--- src/itd_pkg.sv ---
// Package for the image transfer and drawing coordinate register bank.
// Assumes a 10 MHz single clock and a host bus with 23-bit byte addresses.
package itd_pkg;

    localparam int ADDR_W = 23;
    localparam int DATA_W = 16;
    localparam int N_REGS = 9;

    // Register indices inside the parameter array.
    localparam int IDX_DISP_X = 0;
    localparam int IDX_FLASH_HI = 1;
    localparam int IDX_FLASH_LO = 2;
    localparam int IDX_WIDTH = 3;
    localparam int IDX_LINES = 4;
    localparam int IDX_DSX = 5;
    localparam int IDX_DSY = 6;
    localparam int IDX_DEX = 7;
    localparam int IDX_DEY = 8;

    // Byte addresses of the even (high) half of each parameter register.
    localparam logic [N_REGS-1:0][ADDR_W-1:0] REG_OFF = {
        23'h7FFFD6, 23'h7FFFD4, 23'h7FFFD2, 23'h7FFFD0, 23'h7FFFCC,
        23'h7FFFCA, 23'h7FFFC8, 23'h7FFFC6, 23'h7FFFC2
    };

    // Implemented bits of each register; the rest never store.
    localparam logic [N_REGS-1:0][DATA_W-1:0] REG_MASK = {
        16'h03FF, 16'h07FF, 16'h03FF, 16'h07FF, 16'h07FF,
        16'h0FFF, 16'hFFFF, 16'h01FF, 16'h07FF
    };

    localparam logic [DATA_W-1:0] REG_RESET = 16'h0000;

    localparam logic [ADDR_W-1:0] OFF_IMG_CTRL = 23'h7FFFCE;
    localparam int GO_BYTE_BIT = 0;
    localparam int GO_WORD_BIT = 8;

    localparam int CLK_PERIOD_NS = 100;
    localparam int DONE_PULSE_NS = 1000;
    localparam int DONE_PULSE_CYC = (DONE_PULSE_NS + CLK_PERIOD_NS - 1) / CLK_PERIOD_NS;

    typedef enum logic [1:0] {ITD_IDLE, ITD_RUN, ITD_DONE} itd_state_e;

endpackage

--- src/itd_param_if.sv ---
// Carrier between the register bank and the transfer sequencer.
// Assumes both ends run on the same clock.
`timescale 1ns/1ps
`default_nettype none
interface itd_param_if;
    logic start;
    logic accept;
    logic busy;
    logic [24:0] lead_addr;
    logic [11:0] width;
    logic [10:0] lines;
    logic [10:0] disp_x;

    modport regs (output start, lead_addr, width, lines, disp_x, input accept, busy);
    modport seq (input start, lead_addr, width, lines, disp_x, output accept, busy);
endinterface
`default_nettype wire

--- src/itd_regs.sv ---
// Write-only parameter bank for image transfer and drawing coordinates.
// Assumes host writes are one-cycle strobes synchronous to ref_clk_i.
//
// What this block does
// RQ1: Holds an 11-bit image line count, reset zero, meaningful from 1 to 1024.
// RQ2: Stores written coordinates and sizes as given, with no clamping.
// RQ3: Each parameter register takes a byte to either half or a whole word.
// RQ4: Writing one to bit 8 of image control (bit 0 of a byte write) starts a transfer.
// RQ5: The go bit resets to zero and clears itself once the transfer begins.
// RQ6: Transfer completion gives one active-low pulse of about one microsecond.
// RQ7: Host may service the pulse as an interrupt and start the next transfer.
// RQ8: Holds an 11-bit drawing start X, reset zero.
// RQ9: Holds a 10-bit drawing start Y, reset zero.
// RQ10: Holds an 11-bit drawing end X, reset zero.
// RQ11: Holds a 10-bit drawing end Y, reset zero.
// RQ12: Drawing coordinates also feed the rectangle-fill and line-drawing engines.
// RQ13: Transfer reads flash from a programmed 25-bit lead address.
// RQ14: Transfer width in pixels comes from a programmed width field.
// RQ15: Transfer places the image at a programmed display start X.
// RQ16: Even byte address maps to bits 15:8, odd address to bits 7:0.
// RQ17: Unused upper bits ignore writes; the registers cannot be read back.
`timescale 1ns/1ps
`default_nettype none
module itd_regs
    import itd_pkg::*;
(
    // Clock and reset
    input wire logic ref_clk_i,
    input wire logic srst_i,
    // Host write bus
    input wire logic host_wr_i,
    input wire logic host_word_i,
    input wire logic [itd_pkg::ADDR_W-1:0] host_addr_i,
    input wire logic [itd_pkg::DATA_W-1:0] host_wdata_i,
    // Drawing coordinates for fill and line engines
    output logic [10:0] draw_start_x_o,
    output logic [9:0] draw_start_y_o,
    output logic [10:0] draw_end_x_o,
    output logic [9:0] draw_end_y_o,
    // Image transfer status and pixel stream
    output logic go_bit_o,
    output logic xfer_busy_o,
    output logic [24:0] flash_rd_addr_o,
    output logic pix_valid_o,
    output logic [10:0] pix_x_o,
    output logic [10:0] pix_y_o,
    // Completion pulse, active low
    output logic completion_irq_out_n_o
);
    import itd_pkg::*;

    typedef struct packed {
        logic [N_REGS-1:0][DATA_W-1:0] prm;
        logic go_bit;
    } itd_regs_s;

    itd_regs_s q;
    itd_regs_s next_q;

    logic [N_REGS-1:0] wr_hi;
    logic [N_REGS-1:0] wr_lo;
    logic [DATA_W-1:0] wr_data;
    logic go_write;

    itd_param_if prm_if ();

    // Byte data travels on the low lane and is copied to whichever half it hits.
    assign wr_data = host_word_i ? host_wdata_i : {host_wdata_i[7:0], host_wdata_i[7:0]};

    genvar gi;
    generate
        for (gi = 0; gi < N_REGS; gi++) begin : g_dec
            // A word write at an odd address is ignored rather than split.
            assign wr_hi[gi] = host_wr_i && (host_addr_i == REG_OFF[gi]); // RQ16
            assign wr_lo[gi] = host_wr_i && ((host_word_i && host_addr_i == REG_OFF[gi])
                || (!host_word_i && host_addr_i == 23'(REG_OFF[gi] + 23'h000001))); // RQ3
        end
    endgenerate

    assign go_write = host_wr_i && (host_addr_i == OFF_IMG_CTRL)
        && (host_word_i ? host_wdata_i[GO_WORD_BIT] : host_wdata_i[GO_BYTE_BIT]);

    always_comb begin
        next_q = q;
        for (int i = 0; i < N_REGS; i++) begin
            if (wr_hi[i]) begin
                next_q.prm[i][15:8] = wr_data[15:8] & REG_MASK[i][15:8]; // RQ17
            end
            if (wr_lo[i]) begin
                next_q.prm[i][7:0] = wr_data[7:0] & REG_MASK[i][7:0]; // RQ2
            end
        end
        // The set beats the self-clear so a write landing on acceptance re-arms.
        if (go_write) begin
            next_q.go_bit = 1'b1; // RQ4
        end else if (prm_if.accept) begin
            next_q.go_bit = 1'b0; // RQ5
        end
    end

    always_ff @(posedge ref_clk_i) begin
        if (srst_i) begin
            q.prm <= {N_REGS{REG_RESET}}; // RQ1
            q.go_bit <= 1'b0;
        end else begin
            q <= next_q;
        end
    end

    // A go written while a transfer runs waits until the sequencer is idle.
    assign prm_if.start = q.go_bit;
    assign prm_if.lead_addr = {q.prm[IDX_FLASH_HI][8:0], q.prm[IDX_FLASH_LO]};
    assign prm_if.width = q.prm[IDX_WIDTH][11:0];
    assign prm_if.lines = q.prm[IDX_LINES][10:0];
    assign prm_if.disp_x = q.prm[IDX_DISP_X][10:0];

    assign draw_start_x_o = q.prm[IDX_DSX][10:0]; // RQ8 RQ12
    assign draw_start_y_o = q.prm[IDX_DSY][9:0]; // RQ9
    assign draw_end_x_o = q.prm[IDX_DEX][10:0]; // RQ10
    assign draw_end_y_o = q.prm[IDX_DEY][9:0]; // RQ11
    assign go_bit_o = q.go_bit;
    assign xfer_busy_o = prm_if.busy;

    itd_xfer_seq u_seq (
        .ref_clk_i(ref_clk_i),
        .srst_i(srst_i),
        .prm(prm_if.seq),
        .flash_rd_addr_o(flash_rd_addr_o),
        .pix_valid_o(pix_valid_o),
        .pix_x_o(pix_x_o),
        .pix_y_o(pix_y_o),
        .completion_irq_out_n_o(completion_irq_out_n_o)
    );

    a_byte_even_high: assert property (@(posedge ref_clk_i) disable iff (srst_i) // RQ16
        (host_wr_i && !host_word_i && host_addr_i == 23'h7FFFD0)
        |=> draw_start_x_o[10:8] == $past(host_wdata_i[2:0]))
        else $error("even byte did not land in the high half");

    a_byte_odd_low: assert property (@(posedge ref_clk_i) disable iff (srst_i) // RQ3
        (host_wr_i && !host_word_i && host_addr_i == 23'h7FFFD3)
        |=> draw_start_y_o[7:0] == $past(host_wdata_i[7:0])
            && draw_start_y_o[9:8] == $past(draw_start_y_o[9:8]))
        else $error("odd byte write disturbed or missed its half");

    a_word_no_clamp: assert property (@(posedge ref_clk_i) disable iff (srst_i) // RQ2
        (host_wr_i && host_word_i && host_addr_i == 23'h7FFFD4)
        |=> draw_end_x_o == $past(host_wdata_i[10:0]))
        else $error("word write was not stored as given");

    a_unused_bits_zero: assert property (@(posedge ref_clk_i) disable iff (srst_i) // RQ17
        (q.prm[IDX_DEY] & ~REG_MASK[IDX_DEY]) == 16'h0000
        && (q.prm[IDX_LINES] & ~REG_MASK[IDX_LINES]) == 16'h0000)
        else $error("unused register bits were stored");

    a_go_sets: assert property (@(posedge ref_clk_i) disable iff (srst_i) // RQ4
        go_write |=> go_bit_o ##[0:200] xfer_busy_o)
        else $error("go write did not start a transfer");

    a_go_self_clears: assert property (@(posedge ref_clk_i) disable iff (srst_i) // RQ5
        (prm_if.accept && !go_write) |=> !go_bit_o && xfer_busy_o)
        else $error("go bit did not clear on transfer start");

    a_lines_loaded: assert property (@(posedge ref_clk_i) disable iff (srst_i) // RQ1
        (host_wr_i && host_word_i && host_addr_i == 23'h7FFFCC)
        |=> prm_if.lines == $past(host_wdata_i[10:0]))
        else $error("line count word write not stored");

    a_reset_clear: assert property (@(posedge ref_clk_i) // RQ8
        srst_i |=> draw_start_x_o == 0 && draw_end_y_o == 0 && !go_bit_o
            && completion_irq_out_n_o)
        else $error("reset values wrong");

    a_word_even_both: assert property (@(posedge ref_clk_i) disable iff (srst_i) // RQ3
        (host_wr_i && host_word_i && host_addr_i == REG_OFF[IDX_DSX])
        |=> draw_start_x_o == $past(host_wdata_i[10:0]))
        else $error("word write to start X not stored");

    a_word_odd_dropped: assert property (@(posedge ref_clk_i) disable iff (srst_i) // RQ16
        (host_wr_i && host_word_i && host_addr_i == 23'(REG_OFF[IDX_DSX] + 23'h000001))
        |=> $stable(draw_start_x_o))
        else $error("word write at an odd address changed a register");

    a_start_y_word: assert property (@(posedge ref_clk_i) disable iff (srst_i) // RQ9
        (host_wr_i && host_word_i && host_addr_i == REG_OFF[IDX_DSY])
        |=> draw_start_y_o == $past(host_wdata_i[9:0]))
        else $error("word write to start Y not stored");

    a_end_y_word: assert property (@(posedge ref_clk_i) disable iff (srst_i) // RQ11
        (host_wr_i && host_word_i && host_addr_i == REG_OFF[IDX_DEY])
        |=> draw_end_y_o == $past(host_wdata_i[9:0]))
        else $error("word write to end Y not stored");

    a_end_y_byte: assert property (@(posedge ref_clk_i) disable iff (srst_i) // RQ11
        (host_wr_i && !host_word_i && host_addr_i == REG_OFF[IDX_DEY])
        |=> draw_end_y_o[9:8] == $past(host_wdata_i[1:0])
            && draw_end_y_o[7:0] == $past(draw_end_y_o[7:0]))
        else $error("even byte to end Y missed or disturbed a half");

    a_width_loaded: assert property (@(posedge ref_clk_i) disable iff (srst_i) // RQ14
        (host_wr_i && host_word_i && host_addr_i == REG_OFF[IDX_WIDTH])
        |=> prm_if.width == $past(host_wdata_i[11:0]))
        else $error("width word write not stored");

    a_lead_high_pair: assert property (@(posedge ref_clk_i) disable iff (srst_i) // RQ13
        (host_wr_i && host_word_i && host_addr_i == REG_OFF[IDX_FLASH_HI])
        |=> prm_if.lead_addr[24:16] == $past(host_wdata_i[8:0]))
        else $error("upper lead address bits not stored");

    a_disp_x_loaded: assert property (@(posedge ref_clk_i) disable iff (srst_i) // RQ15
        (host_wr_i && host_word_i && host_addr_i == REG_OFF[IDX_DISP_X])
        |=> prm_if.disp_x == $past(host_wdata_i[10:0]))
        else $error("display start X word write not stored");

    a_go_zero_ignored: assert property (@(posedge ref_clk_i) disable iff (srst_i) // RQ4
        (host_wr_i && host_addr_i == OFF_IMG_CTRL && !go_write && !go_bit_o)
        |=> !go_bit_o)
        else $error("control write without the go bit set it");

    a_go_held_busy: assert property (@(posedge ref_clk_i) disable iff (srst_i) // RQ5
        (go_bit_o && xfer_busy_o) |=> go_bit_o)
        else $error("go bit lost while a transfer was running");

endmodule
`default_nettype wire

--- src/itd_xfer_seq.sv ---
// Image transfer sequencer: walks width by lines pixels from flash, then
// pulses the completion output low. Assumes parameters stay stable while busy.
`timescale 1ns/1ps
`default_nettype none
module itd_xfer_seq
    import itd_pkg::*;
(
    // Clock and reset
    input wire logic ref_clk_i,
    input wire logic srst_i,
    // Parameters and start handshake
    itd_param_if.seq prm,
    // Pixel fetch stream
    output logic [24:0] flash_rd_addr_o,
    output logic pix_valid_o,
    output logic [10:0] pix_x_o,
    output logic [10:0] pix_y_o,
    // Completion pulse, active low
    output logic completion_irq_out_n_o
);
    import itd_pkg::*;

    typedef struct packed {
        itd_state_e state;
        logic [24:0] addr;
        logic [11:0] col;
        logic [10:0] row;
        logic [3:0] cnt;
        logic valid;
        logic irq_n;
        logic [24:0] rd_addr;
        logic [10:0] px;
        logic [10:0] py;
    } itd_seq_s;

    itd_seq_s q;
    itd_seq_s next_q;

    assign prm.accept = prm.start && (q.state == ITD_IDLE);
    assign prm.busy = (q.state != ITD_IDLE);
    assign flash_rd_addr_o = q.rd_addr;
    assign pix_valid_o = q.valid;
    assign pix_x_o = q.px;
    assign pix_y_o = q.py;
    assign completion_irq_out_n_o = q.irq_n;

    always_comb begin
        next_q = q;
        next_q.valid = 1'b0;
        case (q.state)
            ITD_IDLE: begin
                if (prm.accept) begin
                    next_q.state = ITD_RUN; // RQ4
                    next_q.addr = prm.lead_addr; // RQ13
                    next_q.col = 12'h000;
                    next_q.row = 11'h000;
                end
            end
            ITD_RUN: begin
                next_q.valid = 1'b1;
                next_q.rd_addr = q.addr;
                next_q.px = 11'(prm.disp_x + q.col); // RQ15
                next_q.py = q.row;
                next_q.addr = 25'(q.addr + 25'h0000001);
                // A zero width or line count wraps to the full counter range.
                if (q.col == 12'(prm.width - 12'h001)) begin // RQ14
                    next_q.col = 12'h000;
                    if (q.row == 11'(prm.lines - 11'h001)) begin // RQ1
                        next_q.state = ITD_DONE;
                        next_q.cnt = 4'(DONE_PULSE_CYC - 1);
                        next_q.irq_n = 1'b0; // RQ6
                    end else begin
                        next_q.row = 11'(q.row + 11'h001);
                    end
                end else begin
                    next_q.col = 12'(q.col + 12'h001);
                end
            end
            ITD_DONE: begin
                if (q.cnt == 4'h0) begin
                    next_q.irq_n = 1'b1;
                    next_q.state = ITD_IDLE;
                end else begin
                    next_q.cnt = 4'(q.cnt - 4'h1);
                end
            end
            default: begin
                next_q.state = ITD_IDLE;
            end
        endcase
    end

    always_ff @(posedge ref_clk_i) begin
        if (srst_i) begin
            q <= '0;
            q.state <= ITD_IDLE;
            q.irq_n <= 1'b1;
        end else begin
            q <= next_q;
        end
    end

    a_pulse_low_hold: assert property (@(posedge ref_clk_i) disable iff (srst_i) // RQ6
        $fell(q.irq_n) |-> (!q.irq_n) [*8] ##1 !q.irq_n ##1 !q.irq_n ##1 q.irq_n)
        else $error("completion pulse is not ten cycles low");

    a_start_loads_addr: assert property (@(posedge ref_clk_i) disable iff (srst_i) // RQ13
        prm.accept |=> (q.state == ITD_RUN) && (q.addr == $past(prm.lead_addr)))
        else $error("start did not load the flash lead address");

    a_first_pixel_pos: assert property (@(posedge ref_clk_i) disable iff (srst_i) // RQ15
        prm.accept |=> ##1 pix_valid_o && (pix_x_o == $past(prm.disp_x, 2)) && (pix_y_o == 0))
        else $error("first pixel not at display start");

    a_valid_in_run: assert property (@(posedge ref_clk_i) disable iff (srst_i) // RQ4
        pix_valid_o |-> $past(q.state) == ITD_RUN)
        else $error("pixel valid outside a transfer");

endmodule
`default_nettype wire
--- config.mk ---
export PLATFORM = sky130hd
export DESIGN_NAME = itd_regs
export DESIGN_NICKNAME = d
export VERILOG_FILES = /design/src/itd_pkg.sv /design/src/itd_param_if.sv /design/src/itd_regs.sv /design/src/itd_xfer_seq.sv
export SDC_FILE = /design/constraint.sdc
export NUM_CORES = 1
export LEC_CHECK = 0
export BUFFER_PORTS_ARGS = -buffer_cell sky130_fd_sc_hd__buf_2
export CAP_MARGIN = 20
export CORE_MARGIN = 3
export CORE_UTILIZATION = 38
export CTS_CLUSTER_DIAMETER = 150
export DETAILED_ROUTE_END_ITERATION = 10
export PLACE_DENSITY = 0.54
export SYNTH_ARGS = -nofsm -noshare
export SYNTH_HDL_FRONTEND = slang
export SYNTH_SLANG_ARGS = --single-unit
export TNS_END_PERCENT = 20
--- constraint.sdc ---
create_clock -name ref_clk_i -period 6.8 [get_ports ref_clk_i]
set_input_delay 1.36 -clock ref_clk_i [delete_from_list [all_inputs] [get_ports ref_clk_i]]
set_output_delay 1.36 -clock ref_clk_i [all_outputs]
set_load 0.01 [all_outputs]
==> metrics.cfg <==
[global_route]
grt_pass1_wl_um=42730
antenna_found_initial=0
grt_overflow=0
grt_max_degree=128
first_global_vias=7664
grtUsageTotal_pct=18.53

[timing]
finClkSkew_ps=7.703
setup_tns_ps=0
setup_viol=0
fin_crit_ps=3488
postLayoutSetupSlackWorst_ps=3312
max_slew_margin_pct=31.29
whs_ps=448.4
hold_viol=0
rsz0062_at_grt=false
worstMarginPinSlew_ps=1029
fmax_mhz=286.7
fin_crit_sh_pct=51.30
drv_slew=0

[place]
place_area_um2=10310
hpwlAfterDp_um=17690
place.gp.congestion=0.8019
io_buffers=135
pre_cts_slack_ps=2796

[logic_synthesis]
avgSynthCellArea_um2=8.427
synthCells=1163
synthesis.nets=1223
synth_most_common_cell=dfxtp_1
syn_area_um2=9801
synth_top_cell_area_share_pct=41.87
yosys.area.top_type=dfxtp_1
ys_seq_area_share_pct=41.87
synth_common_cells=dfxtp_1 (205), nor2_1 (156), nand2_1 (139), mux2i_1 (103), a21oi_1 (100)
async_flop_share_pct=0
synth-edff-count=0
ys.flop_type=dfxtp_1
synthTopCellsByArea=dfxtp_1 (42%), mux2i_1 (11%), nor2_1 (6.0%)
synth_seq_cells=205
yosysUniqueCellTypes=65
yosys_warnings=0

[setup_path]
r2r_cells=10
start_kind=flop
setup.worst_path.end_class=flop
worst-endpoint-arrival_ps=3850
r2r_slack_ps=3310
reg2reg_from=prm_if.width[0]
worstSetupPathType=reg2reg
cp_max_fo=7
worstPathRequired_ps=7160
r2r_end=u_seq.q[50]

[routing]
wire_per_inst_um=16.84
ant_nets=0
routed_wl_um=26230
drt-initial-drc-count=541
via_per_inst=5.295
first_pass_iters=5
drc_errors=0
route.vias.total=8245

[clock_tree]
tritoncts=done
cts.path.max_buffers=3
cts-htree-levels=1
ctsHoldBuffers=0
cts-buffers-inserted=24
clkLatencyLatePin_ps=510
clk_root_buffer_cell=clkbuf_16
clk_pin_slew_worst_paths_ps=60
cts_resized=0
post_cts_buffers=0
cts_sinks=205

[power]
comb_power_share_pct=2.6
ir_drop_uv=134.7
p_int_mw=1.940
switching_power_mw=0.5464
clock_power_share_pct=49.1
power_frac_seq_pct=48.3
power.density_nw_per_um2=224.9
leakage_nw=4.590
p_sw_share_pct=21.98

[min_path]
hold_start=u_seq.pix_y_o[6]
min_path_type=reg2reg
holdPathEnd=u_seq.pix_y_o[6]
min_path_cells=2

[floorplan]
die_area_um2=27750
ios=136
coreArea_um2=25250
start_util_pct=38.81
die_y_um=166.6
die_x_um=166.6
rows=58

[cells_and_area]
nNetsFinal=1272
multiInputGateArea_um2=4991
antenna_cells=0
fillers=2551
seqCellArea_um2=4104
final_cell_area_um2=11060
syn2layout_area_growth_pct=12.82
layout-drive-gt1-share_pct=16.63

[run]
maxCapViolCount=0

[outcome]
status=finished clean

==> critical path, stage by stage (launching register included) <==
cell     delay (ps)
dfxtp_1         360
inv_1            80
ha_1            290
or3b_2          510
or4_1           400
o32ai_1         110
o21ba_2         210
nor4_1          730
nand3_1         340
a31oi_1         250
nor2_1           50
==> cells in the final DEF, fill, tap and decap left out, types with 9 or more instances in the layout <==
cell type and instances:
xnor2_1 16, a21oi_1 100, nor3_1 25, mux2_2 9, a311oi_1 12, and3_1 16
dfxtp_1 205, nand4_1 13, a31oi_1 10, nand2_1 139, buf_2 134, xor2_1 17
clkbuf_16 25, or3_1 16, mux2i_1 103, nand3_1 27, nor2_1 156, ha_1 16
inv_1 22, nor4_1 14, o21ai_0 32
==> logic make-up (layout without fill, tap and decap cells) <==
| family | after synthesis | count (layout) | synth area share (%) |
|---|---|---|---|
| and+or+nand+nor | 457 | 457 | 21.79 |
| DFF | 205 | 205 | 41.87 |
| AOI/OAI and AO/OA | 200 | 200 | 12.35 |
| buffers and inverters | 139 | 203 | 7.239 |
| muxes | 112 | 112 | 11.55 |
| xor gates and xnor gates | 33 | 33 | 2.949 |
| adders and majority gates | 17 | 17 | 2.247 |
==> area by class of cell <==
type / instances / share of cell area, %
sequential: 205 / 37.12
tap: 330 / 3.734
multi-input combinational: 819 / 45.14
clock inverter: 6 / 0.3055
inverter: 22 / 0.7469
timing repair buffer: 140 / 6.507
clock buffer: 35 / 6.450
==> metal layers <==
metal / track usage (%) / vias to the layer above / wire length (um)
met2: 26.83 / 253 / 10660
met4: 3.910 / 0 / 493
met5: 0 / - / 0
met3: 3.988 / 34 / 1918
met1: 28.27 / 3825 / 13160
li1: - / 4133 / -
==> state kept, by name (all words and copies together), names as in the netlist <==
register	count
u_seq.q	54
u_seq.pix_valid_o	1
prm_if.width	12
prm_if.lead_addr	25
prm_if.disp_x	11
go_bit_o	1
draw_end_y_o	10
prm_if.lines	11
u_seq.pix_x_o	11
draw_start_y_o	10
draw_end_x_o	11
u_seq.completion_irq_out_n_o	1
u_seq.pix_y_o	11
u_seq.flash_rd_addr_o	25
draw_start_x_o	11
==> per-stage QoR <==
step	total power, mW	cells	util [%]
after global routing	2.572	1557	43.78
after CTS	2.521	1557	43.78
after detailed placement	1.294	1516	40.82
after floorplan	1.261	1163	-
final	2.486	1557	43.78
after global placement	1.294	1516	40.82
==> power groups by stage <==
stage	Sequential, mW	Clock (mW)	Combinational (mW)
CTS	1.20	1.25	0.0669
floorplan	1.23	0	0.0337
global placement	1.23	0	0.0668
global route	1.20	1.30	0.0712
detailed placement	1.23	0	0.0667
finish	1.20	1.22	0.0655
==> worst max-delay path by stage <==
| stage | from | endpoint | depth (start not counted) |
|---|---|---|---|
| floorplan | host_addr_i[14] | prm_if.lead_addr[0] | 7 |
| global placement | host_addr_i[14] | prm_if.lines[3] | 7 |
| detailed placement | host_addr_i[14] | prm_if.lines[4] | 7 |
| CTS | host_addr_i[14] | prm_if.lines[4] | 7 |
| global route | prm_if.width[0] | u_seq.q[50] | 10 |
| finish | prm_if.width[0] | u_seq.q[50] | 10 |
Note: power is estimated with default switching activity, not from simulation.
